### config.mk
export PLATFORM = sky130hd
export DESIGN_NAME = port_e_function_assign
export DESIGN_NICKNAME = d
export VERILOG_FILES = /design/src/include/port_e_pkg.sv /design/src/logic/port_e_function_assign.sv /design/src/logic/strobe_stage.sv
export SDC_FILE = /design/constraint.sdc
export NUM_CORES = 1
export LEC_CHECK = 0
export BUFFER_PORTS_ARGS = -buffer_cell sky130_fd_sc_hd__buf_2
export CAP_MARGIN = 20
export CORE_ASPECT_RATIO = 1.25
export CORE_MARGIN = 2
export CORE_UTILIZATION = 35
export DETAILED_ROUTE_END_ITERATION = 8
export PLACE_DENSITY = 0.69
export SLEW_MARGIN = 0
export SYNTH_ARGS = -nofsm -noshare
export SYNTH_HDL_FRONTEND = slang
export SYNTH_SLANG_ARGS = --single-unit
### constraint.sdc
create_clock -name clk -period 3.9 [get_ports clk]
set_clock_uncertainty 0.05 [all_clocks]
set_input_delay 0.39 -clock clk [delete_from_list [all_inputs] [get_ports clk]]
set_output_delay 0.39 -clock clk [all_outputs]
set_load 0.01 [all_outputs]
### src/include/port_e_pkg.sv
// constants and types for the port e pin assignment block
// Behaviour
// RULE1 - free-cycle enable low drives pin 7
// RULE2 - four enables: once normal, never emulation, anytime special
// RULE3 - free-cycle, queue, rw ignored single-chip/peripheral
// RULE4 - queue enable high drives pins 6:5
// RULE5 - clock disable writable except emulation modes
// RULE6 - clock disable low drives E clock pin 4
// RULE7 - E clock output possible in every mode
// RULE8 - low-strobe enable high drives pin 3
// RULE9 - tagging: sample tag rising, strobe falling
// RULE10 - low-strobe ignored single-chip, peripheral, normal narrow
// RULE11 - low strobe disabled after normal expanded reset
// RULE12 - reads never depend on low strobe
// RULE13 - rw enable high drives pin 2
// RULE14 - rw output disabled after normal expanded reset
// RULE15 - alternate function overrides direction bit
// RULE16 - test/emulation reset selects bus control pins
// RULE17 - write-once accepts first write only
package port_e_pkg;
    // ------------------------------------------------------------
    // register map
    // ------------------------------------------------------------
    localparam logic [3:0] ASSIGN_ADDR = 4'h0;
    localparam logic [3:0] WLOCK_ADDR  = 4'h4;
    localparam logic [3:0] MODE_ADDR   = 4'h8;
    localparam logic [7:0] ASSIGN_MASK = 8'hbc;

    // ------------------------------------------------------------
    // field positions
    // ------------------------------------------------------------
    localparam int FREE_BIT  = 7;
    localparam int QUEUE_BIT = 5;
    localparam int CLKD_BIT  = 4;
    localparam int LSTR_BIT  = 3;
    localparam int RW_BIT    = 2;

    // ------------------------------------------------------------
    // mode codes (c,b,a)
    // ------------------------------------------------------------
    localparam logic [2:0] MODE_SPEC_SC   = 3'h0;
    localparam logic [2:0] MODE_EMU_NAR   = 3'h1;
    localparam logic [2:0] MODE_SPEC_TEST = 3'h2;
    localparam logic [2:0] MODE_EMU_WIDE  = 3'h3;
    localparam logic [2:0] MODE_NORM_SC   = 3'h4;
    localparam logic [2:0] MODE_NORM_NAR  = 3'h5;
    localparam logic [2:0] MODE_PERIPH    = 3'h6;
    localparam logic [2:0] MODE_NORM_WIDE = 3'h7;

    // ------------------------------------------------------------
    // reset values per mode
    // ------------------------------------------------------------
    localparam logic [7:0] RST_TEST   = 8'h2c;
    localparam logic [7:0] RST_EMU    = 8'hac;
    localparam logic [7:0] RST_NORMSC = 8'h10;
    localparam logic [7:0] RST_ZERO   = 8'h00;
    localparam logic [1:0] RESP_OKAY   = 2'h0;
    localparam logic [1:0] RESP_SLVERR = 2'h2;

    typedef enum logic [1:0] {WR_ONCE, WR_NEVER, WR_ANY} wr_policy_t;
endpackage

### src/logic/port_e_function_assign.sv
// port e pin function assignment with axi4-lite register slave
//
// Design decisions made here: the register offsets and the AXI4-Lite slave port.
`timescale 1ns/1ps
module port_e_function_assign (
    input  wire logic        clk,
    input  wire logic        nrst,
    input  wire logic [2:0]  opMode,
    // ------------------------------------------------------------
    // bus control sources and port pins
    // ------------------------------------------------------------
    input  wire logic        cpuFreeCycle,
    input  wire logic        queueStatusHi,
    input  wire logic        queueStatusLo,
    input  wire logic        busClockE,
    input  wire logic        lowByteStrobe,
    input  wire logic        readWrite,
    input  wire logic        backgroundDebugTag,
    input  wire logic        tagLowInput,
    input  wire logic [7:2]  directionRegE,
    input  wire logic [7:2]  portDataE,
    output logic [7:2]       pinOut,
    output logic [7:2]       pinOe,
    output logic [7:2]       altSelect,
    // ------------------------------------------------------------
    // register bus
    // ------------------------------------------------------------
    input  wire logic [3:0]  s_axi_awaddr,
    input  wire logic        s_axi_awvalid,
    output logic             s_axi_awready,
    input  wire logic [31:0] s_axi_wdata,
    input  wire logic [3:0]  s_axi_wstrb,
    input  wire logic        s_axi_wvalid,
    output logic             s_axi_wready,
    output logic [1:0]       s_axi_bresp,
    output logic             s_axi_bvalid,
    input  wire logic        s_axi_bready,
    input  wire logic [3:0]  s_axi_araddr,
    input  wire logic        s_axi_arvalid,
    output logic             s_axi_arready,
    output logic [31:0]      s_axi_rdata,
    output logic [1:0]       s_axi_rresp,
    output logic             s_axi_rvalid,
    input  wire logic        s_axi_rready
);
    // ------------------------------------------------------------
    // mode decoding
    // ------------------------------------------------------------
    function automatic port_e_pkg::wr_policy_t policyOf(input logic [2:0] m);
        if (m == port_e_pkg::MODE_PERIPH) begin
            // peripheral mode counts as a special mode
            policyOf = port_e_pkg::WR_ANY;
        end else if (m[0] == 1'b1 && m[2] == 1'b0) begin
            policyOf = port_e_pkg::WR_NEVER;
        end else if (m[2] == 1'b0) begin
            policyOf = port_e_pkg::WR_ANY;
        end else begin
            policyOf = port_e_pkg::WR_ONCE;
        end
    endfunction

    function automatic logic busModeOf(input logic [2:0] m);
        busModeOf = !(m == port_e_pkg::MODE_SPEC_SC || m == port_e_pkg::MODE_NORM_SC
                      || m == port_e_pkg::MODE_PERIPH);
    endfunction

    function automatic logic [7:0] resetValOf(input logic [2:0] m);
        case (m)
            port_e_pkg::MODE_SPEC_TEST: resetValOf = port_e_pkg::RST_TEST;
            port_e_pkg::MODE_EMU_NAR:   resetValOf = port_e_pkg::RST_EMU;
            port_e_pkg::MODE_EMU_WIDE:  resetValOf = port_e_pkg::RST_EMU;
            port_e_pkg::MODE_NORM_SC:   resetValOf = port_e_pkg::RST_NORMSC;
            default:                    resetValOf = port_e_pkg::RST_ZERO;
        endcase
    endfunction

    // ------------------------------------------------------------
    // register select
    // ------------------------------------------------------------
    typedef enum logic [1:0] {SEL_ASSIGN, SEL_LOCK, SEL_MODE, SEL_NONE} reg_sel_t;

    function automatic reg_sel_t regSelOf(input logic [3:0] a);
        case (a)
            port_e_pkg::ASSIGN_ADDR: regSelOf = SEL_ASSIGN;
            port_e_pkg::WLOCK_ADDR:  regSelOf = SEL_LOCK;
            port_e_pkg::MODE_ADDR:   regSelOf = SEL_MODE;
            default:                 regSelOf = SEL_NONE;
        endcase
    endfunction

    // ------------------------------------------------------------
    // state
    // ------------------------------------------------------------
    typedef struct packed {
        // assignment register and its write-once locks
        logic       loaded;
        logic [7:0] assign_bits;
        logic [7:0] locked;
        // write channel
        logic       awHeld;
        logic [3:0] awAddr;
        logic       wHeld;
        logic [7:0] wData;
        logic       wLane0;
        logic       bValid;
        logic [1:0] bResp;
        // read channel
        logic       rValid;
        logic [31:0] rData;
        logic [1:0] rResp;
        // pin side
        logic       eClkPrev;
        logic [7:2] pinOut;
    } state_t;

    state_t st_reg;
    state_t st_next;

    port_e_pkg::wr_policy_t policy;
    logic       busMode;
    logic       narrowNormal;
    logic [7:0] eff;
    logic       doWrite;
    logic [7:0] writable;
    logic       eClkRise;
    logic       eClkFall;
    logic       strobeOut;
    reg_sel_t   wrSel;
    reg_sel_t   rdSel;

    assign policy       = policyOf(opMode);
    assign busMode      = busModeOf(opMode);
    assign narrowNormal = (opMode == port_e_pkg::MODE_NORM_NAR);
    assign eClkRise     = busClockE && !st_reg.eClkPrev;
    assign eClkFall     = !busClockE && st_reg.eClkPrev;
    assign doWrite      = st_reg.awHeld && st_reg.wHeld && !st_reg.bValid;
    assign wrSel        = regSelOf(st_reg.awAddr);
    assign rdSel        = regSelOf(s_axi_araddr);

    // ------------------------------------------------------------
    // effective selection per pin
    // ------------------------------------------------------------
    // bit 4 is never gated: the bus clock is wanted in every mode
    always_comb begin
        eff = 8'h00;
        eff[7] = busMode && !st_reg.assign_bits[port_e_pkg::FREE_BIT]; // RULE1 RULE3
        eff[6] = busMode && st_reg.assign_bits[port_e_pkg::QUEUE_BIT]; // RULE4 RULE3
        eff[5] = eff[6];                                               // RULE4
        eff[4] = !st_reg.assign_bits[port_e_pkg::CLKD_BIT];            // RULE6 RULE7
        eff[3] = busMode && !narrowNormal
                 && st_reg.assign_bits[port_e_pkg::LSTR_BIT];          // RULE8 RULE10
        eff[2] = busMode && st_reg.assign_bits[port_e_pkg::RW_BIT];    // RULE13 RULE3
    end

    // retimes the low-byte strobe around the E clock while tagging
    strobe_stage u_strobe (
        .clk           (clk),
        .nrst          (nrst),
        .tagEn         (backgroundDebugTag),
        .eClkRise      (eClkRise),
        .eClkFall      (eClkFall),
        .tagLowInput   (tagLowInput),
        .lowByteStrobe (lowByteStrobe),
        .strobeOut     (strobeOut)
    );

    // ------------------------------------------------------------
    // write permission per bit
    // ------------------------------------------------------------
    // clock disable keeps its own rule, the other enables follow the mode class
    always_comb begin
        writable = 8'h00;
        for (int i = 2; i < 8; i++) begin
            if (port_e_pkg::ASSIGN_MASK[i]) begin
                if (i == port_e_pkg::CLKD_BIT) begin
                    writable[i] = (policy != port_e_pkg::WR_NEVER); // RULE5
                end else begin
                    case (policy)
                        port_e_pkg::WR_ANY:  writable[i] = 1'b1;             // RULE2
                        port_e_pkg::WR_ONCE: writable[i] = !st_reg.locked[i]; // RULE2 RULE17
                        default:             writable[i] = 1'b0;             // RULE2
                    endcase
                end
            end
        end
    end

    // ------------------------------------------------------------
    // next state
    // ------------------------------------------------------------
    always_comb begin
        st_next = st_reg;
        st_next.eClkPrev = busClockE;
        // ------------------------------------------------------------
        // mode reset value
        // ------------------------------------------------------------
        // opMode is read on the first edge after release, so it must be settled by then
        if (!st_reg.loaded) begin
            st_next.loaded      = 1'b1;
            st_next.assign_bits = resetValOf(opMode); // RULE11 RULE14 RULE16
        end

        // ------------------------------------------------------------
        // write channel
        // ------------------------------------------------------------
        if (s_axi_awvalid && !st_reg.awHeld) begin
            st_next.awHeld = 1'b1;
            st_next.awAddr = s_axi_awaddr;
        end
        if (s_axi_wvalid && !st_reg.wHeld) begin
            st_next.wHeld  = 1'b1;
            st_next.wData  = s_axi_wdata[7:0];
            st_next.wLane0 = s_axi_wstrb[0];
        end
        if (doWrite) begin
            st_next.awHeld = 1'b0;
            st_next.wHeld  = 1'b0;
            st_next.bValid = 1'b1;
            st_next.bResp  = port_e_pkg::RESP_OKAY;
            // any accepted assignment write with lane 0 strobed takes the lock, even one that changes nothing
            if (wrSel == SEL_ASSIGN) begin
                if (st_reg.wLane0 && st_reg.loaded) begin
                    for (int i = 2; i < 8; i++) begin
                        if (writable[i]) begin
                            st_next.assign_bits[i] = st_reg.wData[i];
                        end
                        if (port_e_pkg::ASSIGN_MASK[i]) begin
                            st_next.locked[i] = 1'b1; // RULE17
                        end
                    end
                end
            end else if (wrSel == SEL_NONE) begin
                st_next.bResp = port_e_pkg::RESP_SLVERR;
            end
        end
        if (st_reg.bValid && s_axi_bready) begin
            st_next.bValid = 1'b0;
        end

        // ------------------------------------------------------------
        // read channel
        // ------------------------------------------------------------
        if (s_axi_arvalid && !st_reg.rValid) begin
            st_next.rValid = 1'b1;
            st_next.rResp  = port_e_pkg::RESP_OKAY;
            case (rdSel)
                SEL_ASSIGN:
                    st_next.rData = {24'h000000, st_reg.assign_bits & port_e_pkg::ASSIGN_MASK};
                SEL_LOCK:
                    st_next.rData = {24'h000000, st_reg.locked};
                SEL_MODE:
                    st_next.rData = {29'h00000000, opMode};
                default: begin
                    st_next.rData = 32'h00000000;
                    st_next.rResp = port_e_pkg::RESP_SLVERR;
                end
            endcase
        end
        if (st_reg.rValid && s_axi_rready) begin
            st_next.rValid = 1'b0;
        end

        // ------------------------------------------------------------
        // pin drive: alternate function overrides the port data bit
        // ------------------------------------------------------------
        for (int p = 2; p < 8; p++) begin
            st_next.pinOut[p] = portDataE[p];
        end
        if (eff[7]) st_next.pinOut[7] = cpuFreeCycle;   // RULE1
        if (eff[6]) st_next.pinOut[6] = queueStatusHi;  // RULE4
        if (eff[5]) st_next.pinOut[5] = queueStatusLo;  // RULE4
        if (eff[4]) st_next.pinOut[4] = busClockE;      // RULE6
        if (eff[3]) st_next.pinOut[3] = strobeOut;      // RULE8 RULE12
        if (eff[2]) st_next.pinOut[2] = readWrite;      // RULE13
    end

    always_ff @(posedge clk or negedge nrst) begin
        if (!nrst) begin
            st_reg <= '0;
        end else begin
            st_reg <= st_next;
        end
    end

    // ------------------------------------------------------------
    // outputs
    // ------------------------------------------------------------
    always_comb begin
        for (int p = 2; p < 8; p++) begin
            pinOe[p] = eff[p] ? 1'b1 : directionRegE[p]; // RULE15
        end
    end

    assign pinOut        = st_reg.pinOut;
    assign altSelect     = eff[7:2];

    // ------------------------------------------------------------
    // register bus outputs
    // ------------------------------------------------------------
    assign s_axi_awready = !st_reg.awHeld;
    assign s_axi_wready  = !st_reg.wHeld;
    assign s_axi_bvalid  = st_reg.bValid;
    assign s_axi_bresp   = st_reg.bResp;
    assign s_axi_arready = !st_reg.rValid;
    assign s_axi_rvalid  = st_reg.rValid;
    assign s_axi_rdata   = st_reg.rData;
    assign s_axi_rresp   = st_reg.rResp;
endmodule

### src/logic/strobe_stage.sv
// low-byte strobe stage timed by the E clock
`timescale 1ns/1ps
module strobe_stage (
    input  wire logic clk,
    input  wire logic nrst,
    input  wire logic tagEn,
    input  wire logic eClkRise,
    input  wire logic eClkFall,
    input  wire logic tagLowInput,
    input  wire logic lowByteStrobe,
    output logic      strobeOut
);
    typedef struct packed {
        logic out;
    } st_t;
    st_t st_reg;
    st_t st_next;

    always_comb begin
        st_next = st_reg;
        if (!tagEn) begin
            st_next.out = lowByteStrobe;
        end else begin
            if (eClkRise) begin
                st_next.out = tagLowInput; // RULE9
            end
            if (eClkFall) begin
                st_next.out = lowByteStrobe; // RULE9
            end
        end
    end

    always_ff @(posedge clk or negedge nrst) begin
        if (!nrst) begin
            st_reg <= '0;
        end else begin
            st_reg <= st_next;
        end
    end

    assign strobeOut = st_reg.out;
endmodule

---- Word level (Yosys, flattened, before mapping) ----
Cells that the tools add are included.
operators by class
  eq/ne operators ......................... 16
  muxes and demuxes ....................... 46
  bitwise gates (word level) .............. 1
  reduce and logical (&&, ||, !) cells .... 45
operators with widths
  kind                                                   count
  case mux 8 bit (3 select lines)                        2
  two-way mux 35 bit                                     1
  two-way mux 1 bit                                      24
  two-way mux 6 bit                                      3
  logical AND 1 bit                                      16
  logical NOT 1 bit                                      14
  two-way mux 2 bit                                      6
  case mux 2 bit (3 select lines)                        2
  two-way mux 10 bit                                     1
  equality test 3 bit, second input constant             3
  equality test 4 x 3 -> 1 bit, second input constant    2
  equality test 4 bit, second input constant             2
  logical NOT 4 bit                                      2
  two-way mux 8 bit                                      1
  case mux 1 bit (2 select lines)                        4
  nonzero test 2 bit                                     4
  equality test 2 bit, second input constant             3
  equality test 3 x 2 -> 1 bit, second input constant    2
  logical NOT 2 bit                                      3
  two-way mux 5 bit                                      1
  equality test 3 x 1 -> 1 bit, second input constant    1
  logical NOT 3 bit                                      1
  two-way mux 3 bit                                      1
  inequality test 3 x 1 -> 1 bit, second input constant  1
  other kinds (7)                                        8
word-level totals
  register bits ........................... 71
  output and inout port bits .............. 59

---- Depth between registers and ports, before layout ----
  depth after elaboration ................. 10
  mapped depth ............................ 5

---- By module ----
A second synthesis with hierarchy kept.
unflattened totals
  cell total of the unflattened synthesis .. 192
  area total of the unflattened synthesis .. 2073.2 um^2
by module, submodules not included
  module                  times used  cells each  area each (um^2)
  port_e_function_assign  1           188         2011.9
  strobe_stage            1           4           61.3

---- Least setup slack after synthesis ----
No wires, ideal clock.
  kind .................................... reg2reg
  from .................................... reg st_reg, in the netlist s_axi_bvalid
  to ...................................... reg st_reg[72] (netlist bit)
  arrival ................................. 1501 ps
  data required time ...................... 3723 ps
  slack ................................... 2222 ps
  stages on the path, launching flop included .. 5
  period minus slack after synthesis ...... 1678 ps
  cells stage by stage .................... dfrtp_1 nand3b_4 or4_4 a21oi_2 mux2_1
RTL lines
  element                   line                           RTL
  start: declaration        port_e_function_assign.sv:116  state_t st_reg;
  start signal: assignment  port_e_function_assign.sv:281  st_reg <= st_next;

---- Worst setup path in the final report ----
  from .................................... in opMode[2]
  to ...................................... out pinOe[7] (netlist bit)
on the way
  word-level cells in the longest chain between the ends .. 6
RTL lines
  element                                                          line                           RTL
  start: declaration                                               port_e_function_assign.sv:8    input wire logic [2:0] opMode,
  equality test 3 bit / logical NOT 3 bit (equally long branches)  port_e_function_assign.sv:63   busModeOf = !(m == port_e_pkg::MODE_SPEC_SC || m == port_e_pkg::MODE_NORM_SC
  logical OR 1 bit                                                 port_e_function_assign.sv:63
  logical OR 1 bit *                                               port_e_function_assign.sv:64   || m == port_e_pkg::MODE_PERIPH);
  logical NOT 1 bit *                                              port_e_function_assign.sv:63
  logical AND 1 bit *                                              port_e_function_assign.sv:146  eff[7] = busMode && !st_reg.assign_bits[port_e_pkg::FREE_BIT];
  two-way mux 1 bit *                                              port_e_function_assign.sv:290  pinOe[p] = eff[p] ? 1'b1 : directionRegE[p];
  end: declaration                                                 port_e_function_assign.sv:23   output logic [7:2] pinOe,
Every way passes the cells marked *; elsewhere a longest branch is shown, timed or not.

==> metrics.csv <==
stage;metric;value;unit
floorplan;die_area;6420;um2
layout;diodes;0;
clocking;htree_levels;2;
layout;fin_cells;319;
place;portBuffers;75;
drt;drt_iter0_markers;37;
sta;finalSetupViolCount;0;
synth;synth-seq-area-share;0.469;
flow_run;max-cap-violations;0;
power;vdd_drop_max;0.210;mV
drt;dr_total_vias;1420;
layout;layout_commonest_cell;buf_2;
critical_path;worst_setup_path_start_kind;primary input;
power;p_comb_frac;0.262;
global_routing;grt_antenna_before_repair;0;
synth;yosys_register_bits;38;
drt;drcViolationCount;0;
sta;fmax;548;MHz
floorplan;die_y;89.1;um
sta;worstMarginPinSlew;857;ps
power;clkPwrFrac;0.233;
sta;slew_headroom;0.429;
worst_hold_path;hold_path.class;in2async;
critical_path;cp_common_cell;buf_2;
sta;maxSlewViolCount;0;
global_routing;track_usage;0.119;
floorplan;core_area;5700;um2
critical_path;critical_path_class;in2out;
drt;routed.top_layer;met4;
place;gp_congestion;0.770;
critical_path;cp.required;3460;ps
global_routing;grt_pass1_wl;5.79;mm
floorplan;die_x;72.1;um
critical_path;cp-end-kind;primary output;
power;p_per_area;481;nW/um2
clocking;cts_buffer_depth;2;
sta;rsz0062_at_grt;false;
layout;syn2layout_area_growth;14.7;%
global_routing;grt_max_degree;39;
floorplan;rows;31;
floorplan;num_io_pins;133;
sta;setup-tns-final;0;ps
global_routing;grt_pass1_vias;1289;
layout;num-nets-final;328;
power;p_int;0.787;mW
clocking;cts_tree;built;
power;switchingPower;0.334;mW
run_status;status;completed;
synth;synth.distinct_cells;35;
critical_path;critical_path.max_stage_delay;270;ps
clocking;cts_resized;0;
layout;layout.area.seq;951;um2
layout;drive_above_1_share;0.419;
clocking;cts_buffers;5;
critical_path;worstPathMaxFanout;7;
sta;fin_crit;1830;ps
drt;viasPerCell;4.45;
power;pwr-share-seq;0.505;
layout;final_cell_mix;75 x buf_2, 38 x dfrtp_1, 28 x conb_1, 22 x nand2_1, 20 x mux2_2;
clocking;clock-root-buffer;clkbuf_8;
synth;synth_area;2030;um2
clocking;worstSkewPairLatency;280;ps
critical_path;cp_cell_sequence;buf_2 > inv_1 > a21o_1 > nor2b_1 > or2_2 > buf_2;
place;place_hpwl;2.94;mm
place;placed_cells;313;
floorplan;start_util;0.356;
clocking;cts_sinks;38;
sta;min_period_over_period;0.468;
drt;firstDrtPassIters;4;
drt;detail-route-antenna-nets;0;
synth;avgSynthCellArea;10.5;um2
sta;whs;162;ps
layout;multi_input_area;798;um2
synth;synthCells;193;
drt;routedLengthMet1;1.41;mm
global_routing;grt_overflow;0;
layout;n_fill_cell;602;
clocking;ctsHoldBuffers;0;
drt;wl_met2;1.93;mm
power;leakagePower;1.22;nW
sta;hold_violations;0;
clocking;cts_setup_buffers;0;
drt;wl;3.72;mm
clocking;clk_pin_slew;70;ps
critical_path;cp.arrival;1390;ps
drt;post_drt_wl_per_cell;11.7;um
power;power.share.switching;0.298;
synth;yosys_warnings;0;
drt;wl_met3;321;um
critical_path;cp_slowest_cell;or2_2;
layout;largest_reg_flops;20;
per-stage QoR:
step | utilization | total power, mW | instance area (um2) | setup slack, ps
floorplan | - | 0.800 | 2130 | 2220
global placement | 0.394 | 0.865 | 2240 | 2090
detailed placement | 0.394 | 0.876 | 2240 | 2070
CTS | 0.408 | 1.14 | 2330 | 2060
global route | 0.408 | 1.21 | 2330 | 2000
finish | 0.408 | 1.12 | 2330 | 2070
path summary, 6_finish.rpt:
path / start / to / slack (ps) / cells after the start
min: nrst / s_axi_rresp[1] / 160 / 1
max in group asynchronous: nrst / st_reg[57] / 3090 / 1
min reg2reg: s_axi_bresp[1] / s_axi_bresp[1] / 430 / 2
max reg2reg: s_axi_bvalid / st_reg[72] / 2200 / 4
max: opMode[2] / pinOe[7] / 2070 / 6
min in group clk: busClockE / st_reg[6] / 210 / 1
metal layers:
layer  vias to the layer above  track usage
met5                         -            0
met4                         0       0.0463
met3                         5       0.0462
met2                        63        0.212
met1                       653        0.127
li1                        699            -
synth_stat cells (all sizes together):
library cell / instances / share of area
buf: 44 / 0.16
dfrtp: 38 / 0.47
nand2: 22 / 0.041
mux2: 21 / 0.12
inv: 10 / 0.019
o21ai: 10 / 0.025
a21oi: 7 / 0.019
nand2b: 7 / 0.022
nor4: 4 / 0.012
clkbuf: 3 / 0.0056
a22o: 2 / 0.0086
and2b: 2 / 0.0080
conb: 2 / 0.0037
mux2i: 2 / 0.0099
nor2b: 2 / 0.0062
o21a: 2 / 0.0074
a2111o: 1 / 0.0056
a211oi: 1 / 0.0037
a21boi: 1 / 0.0037
a21o: 1 / 0.0037
maj3: 1 / 0.0049
nand3b: 1 / 0.0099
nand4bb: 1 / 0.0056
nor2: 1 / 0.0018
o22a: 1 / 0.0043
o22ai: 1 / 0.0031
o31ai: 1 / 0.0037
o41ai: 1 / 0.0043
or2: 1 / 0.0031
or2b: 1 / 0.0037
or4: 1 / 0.0056
final cells by class:
type,instances,share of cell area
multi-input cells,124,0.343
repair buffers,75,0.161
well taps,66,0.0355
inverters,10,0.0161
flip-flops and latches,38,0.409
clock buffers,6,0.0355
worst max-delay path, delay by kind of cell:
kind	cells	cell delay, ps
compound gates	1	210
simple gates	2	430
buf+inv	3	360
power groups by stage:
stage / clock [mW] / combinational [mW] / sequential (mW)
after floorplan: 0 / 0.245 / 0.555
after global placement: 0 / 0.291 / 0.573
after detailed placement: 0 / 0.299 / 0.576
after CTS: 0.276 / 0.300 / 0.568
after global routing: 0.295 / 0.330 / 0.582
final: 0.261 / 0.294 / 0.565
kinds of logic (layout without fill, tap and decap cells):
logic type                 count (synthesis)  count (layout)  share of synthesized area
and+or+nand+nor                           43              43                      0.118
DFF                                       38              38                      0.469
AOI/OAI and AO/OA                         29              29                     0.0919
adders and majority gates                  1               1                    0.00494
muxes                                     23              23                      0.126
buffers and inverters                     57              91                      0.186
other                                      2              28                    0.00370
Power figures use the tool's default switching activity.
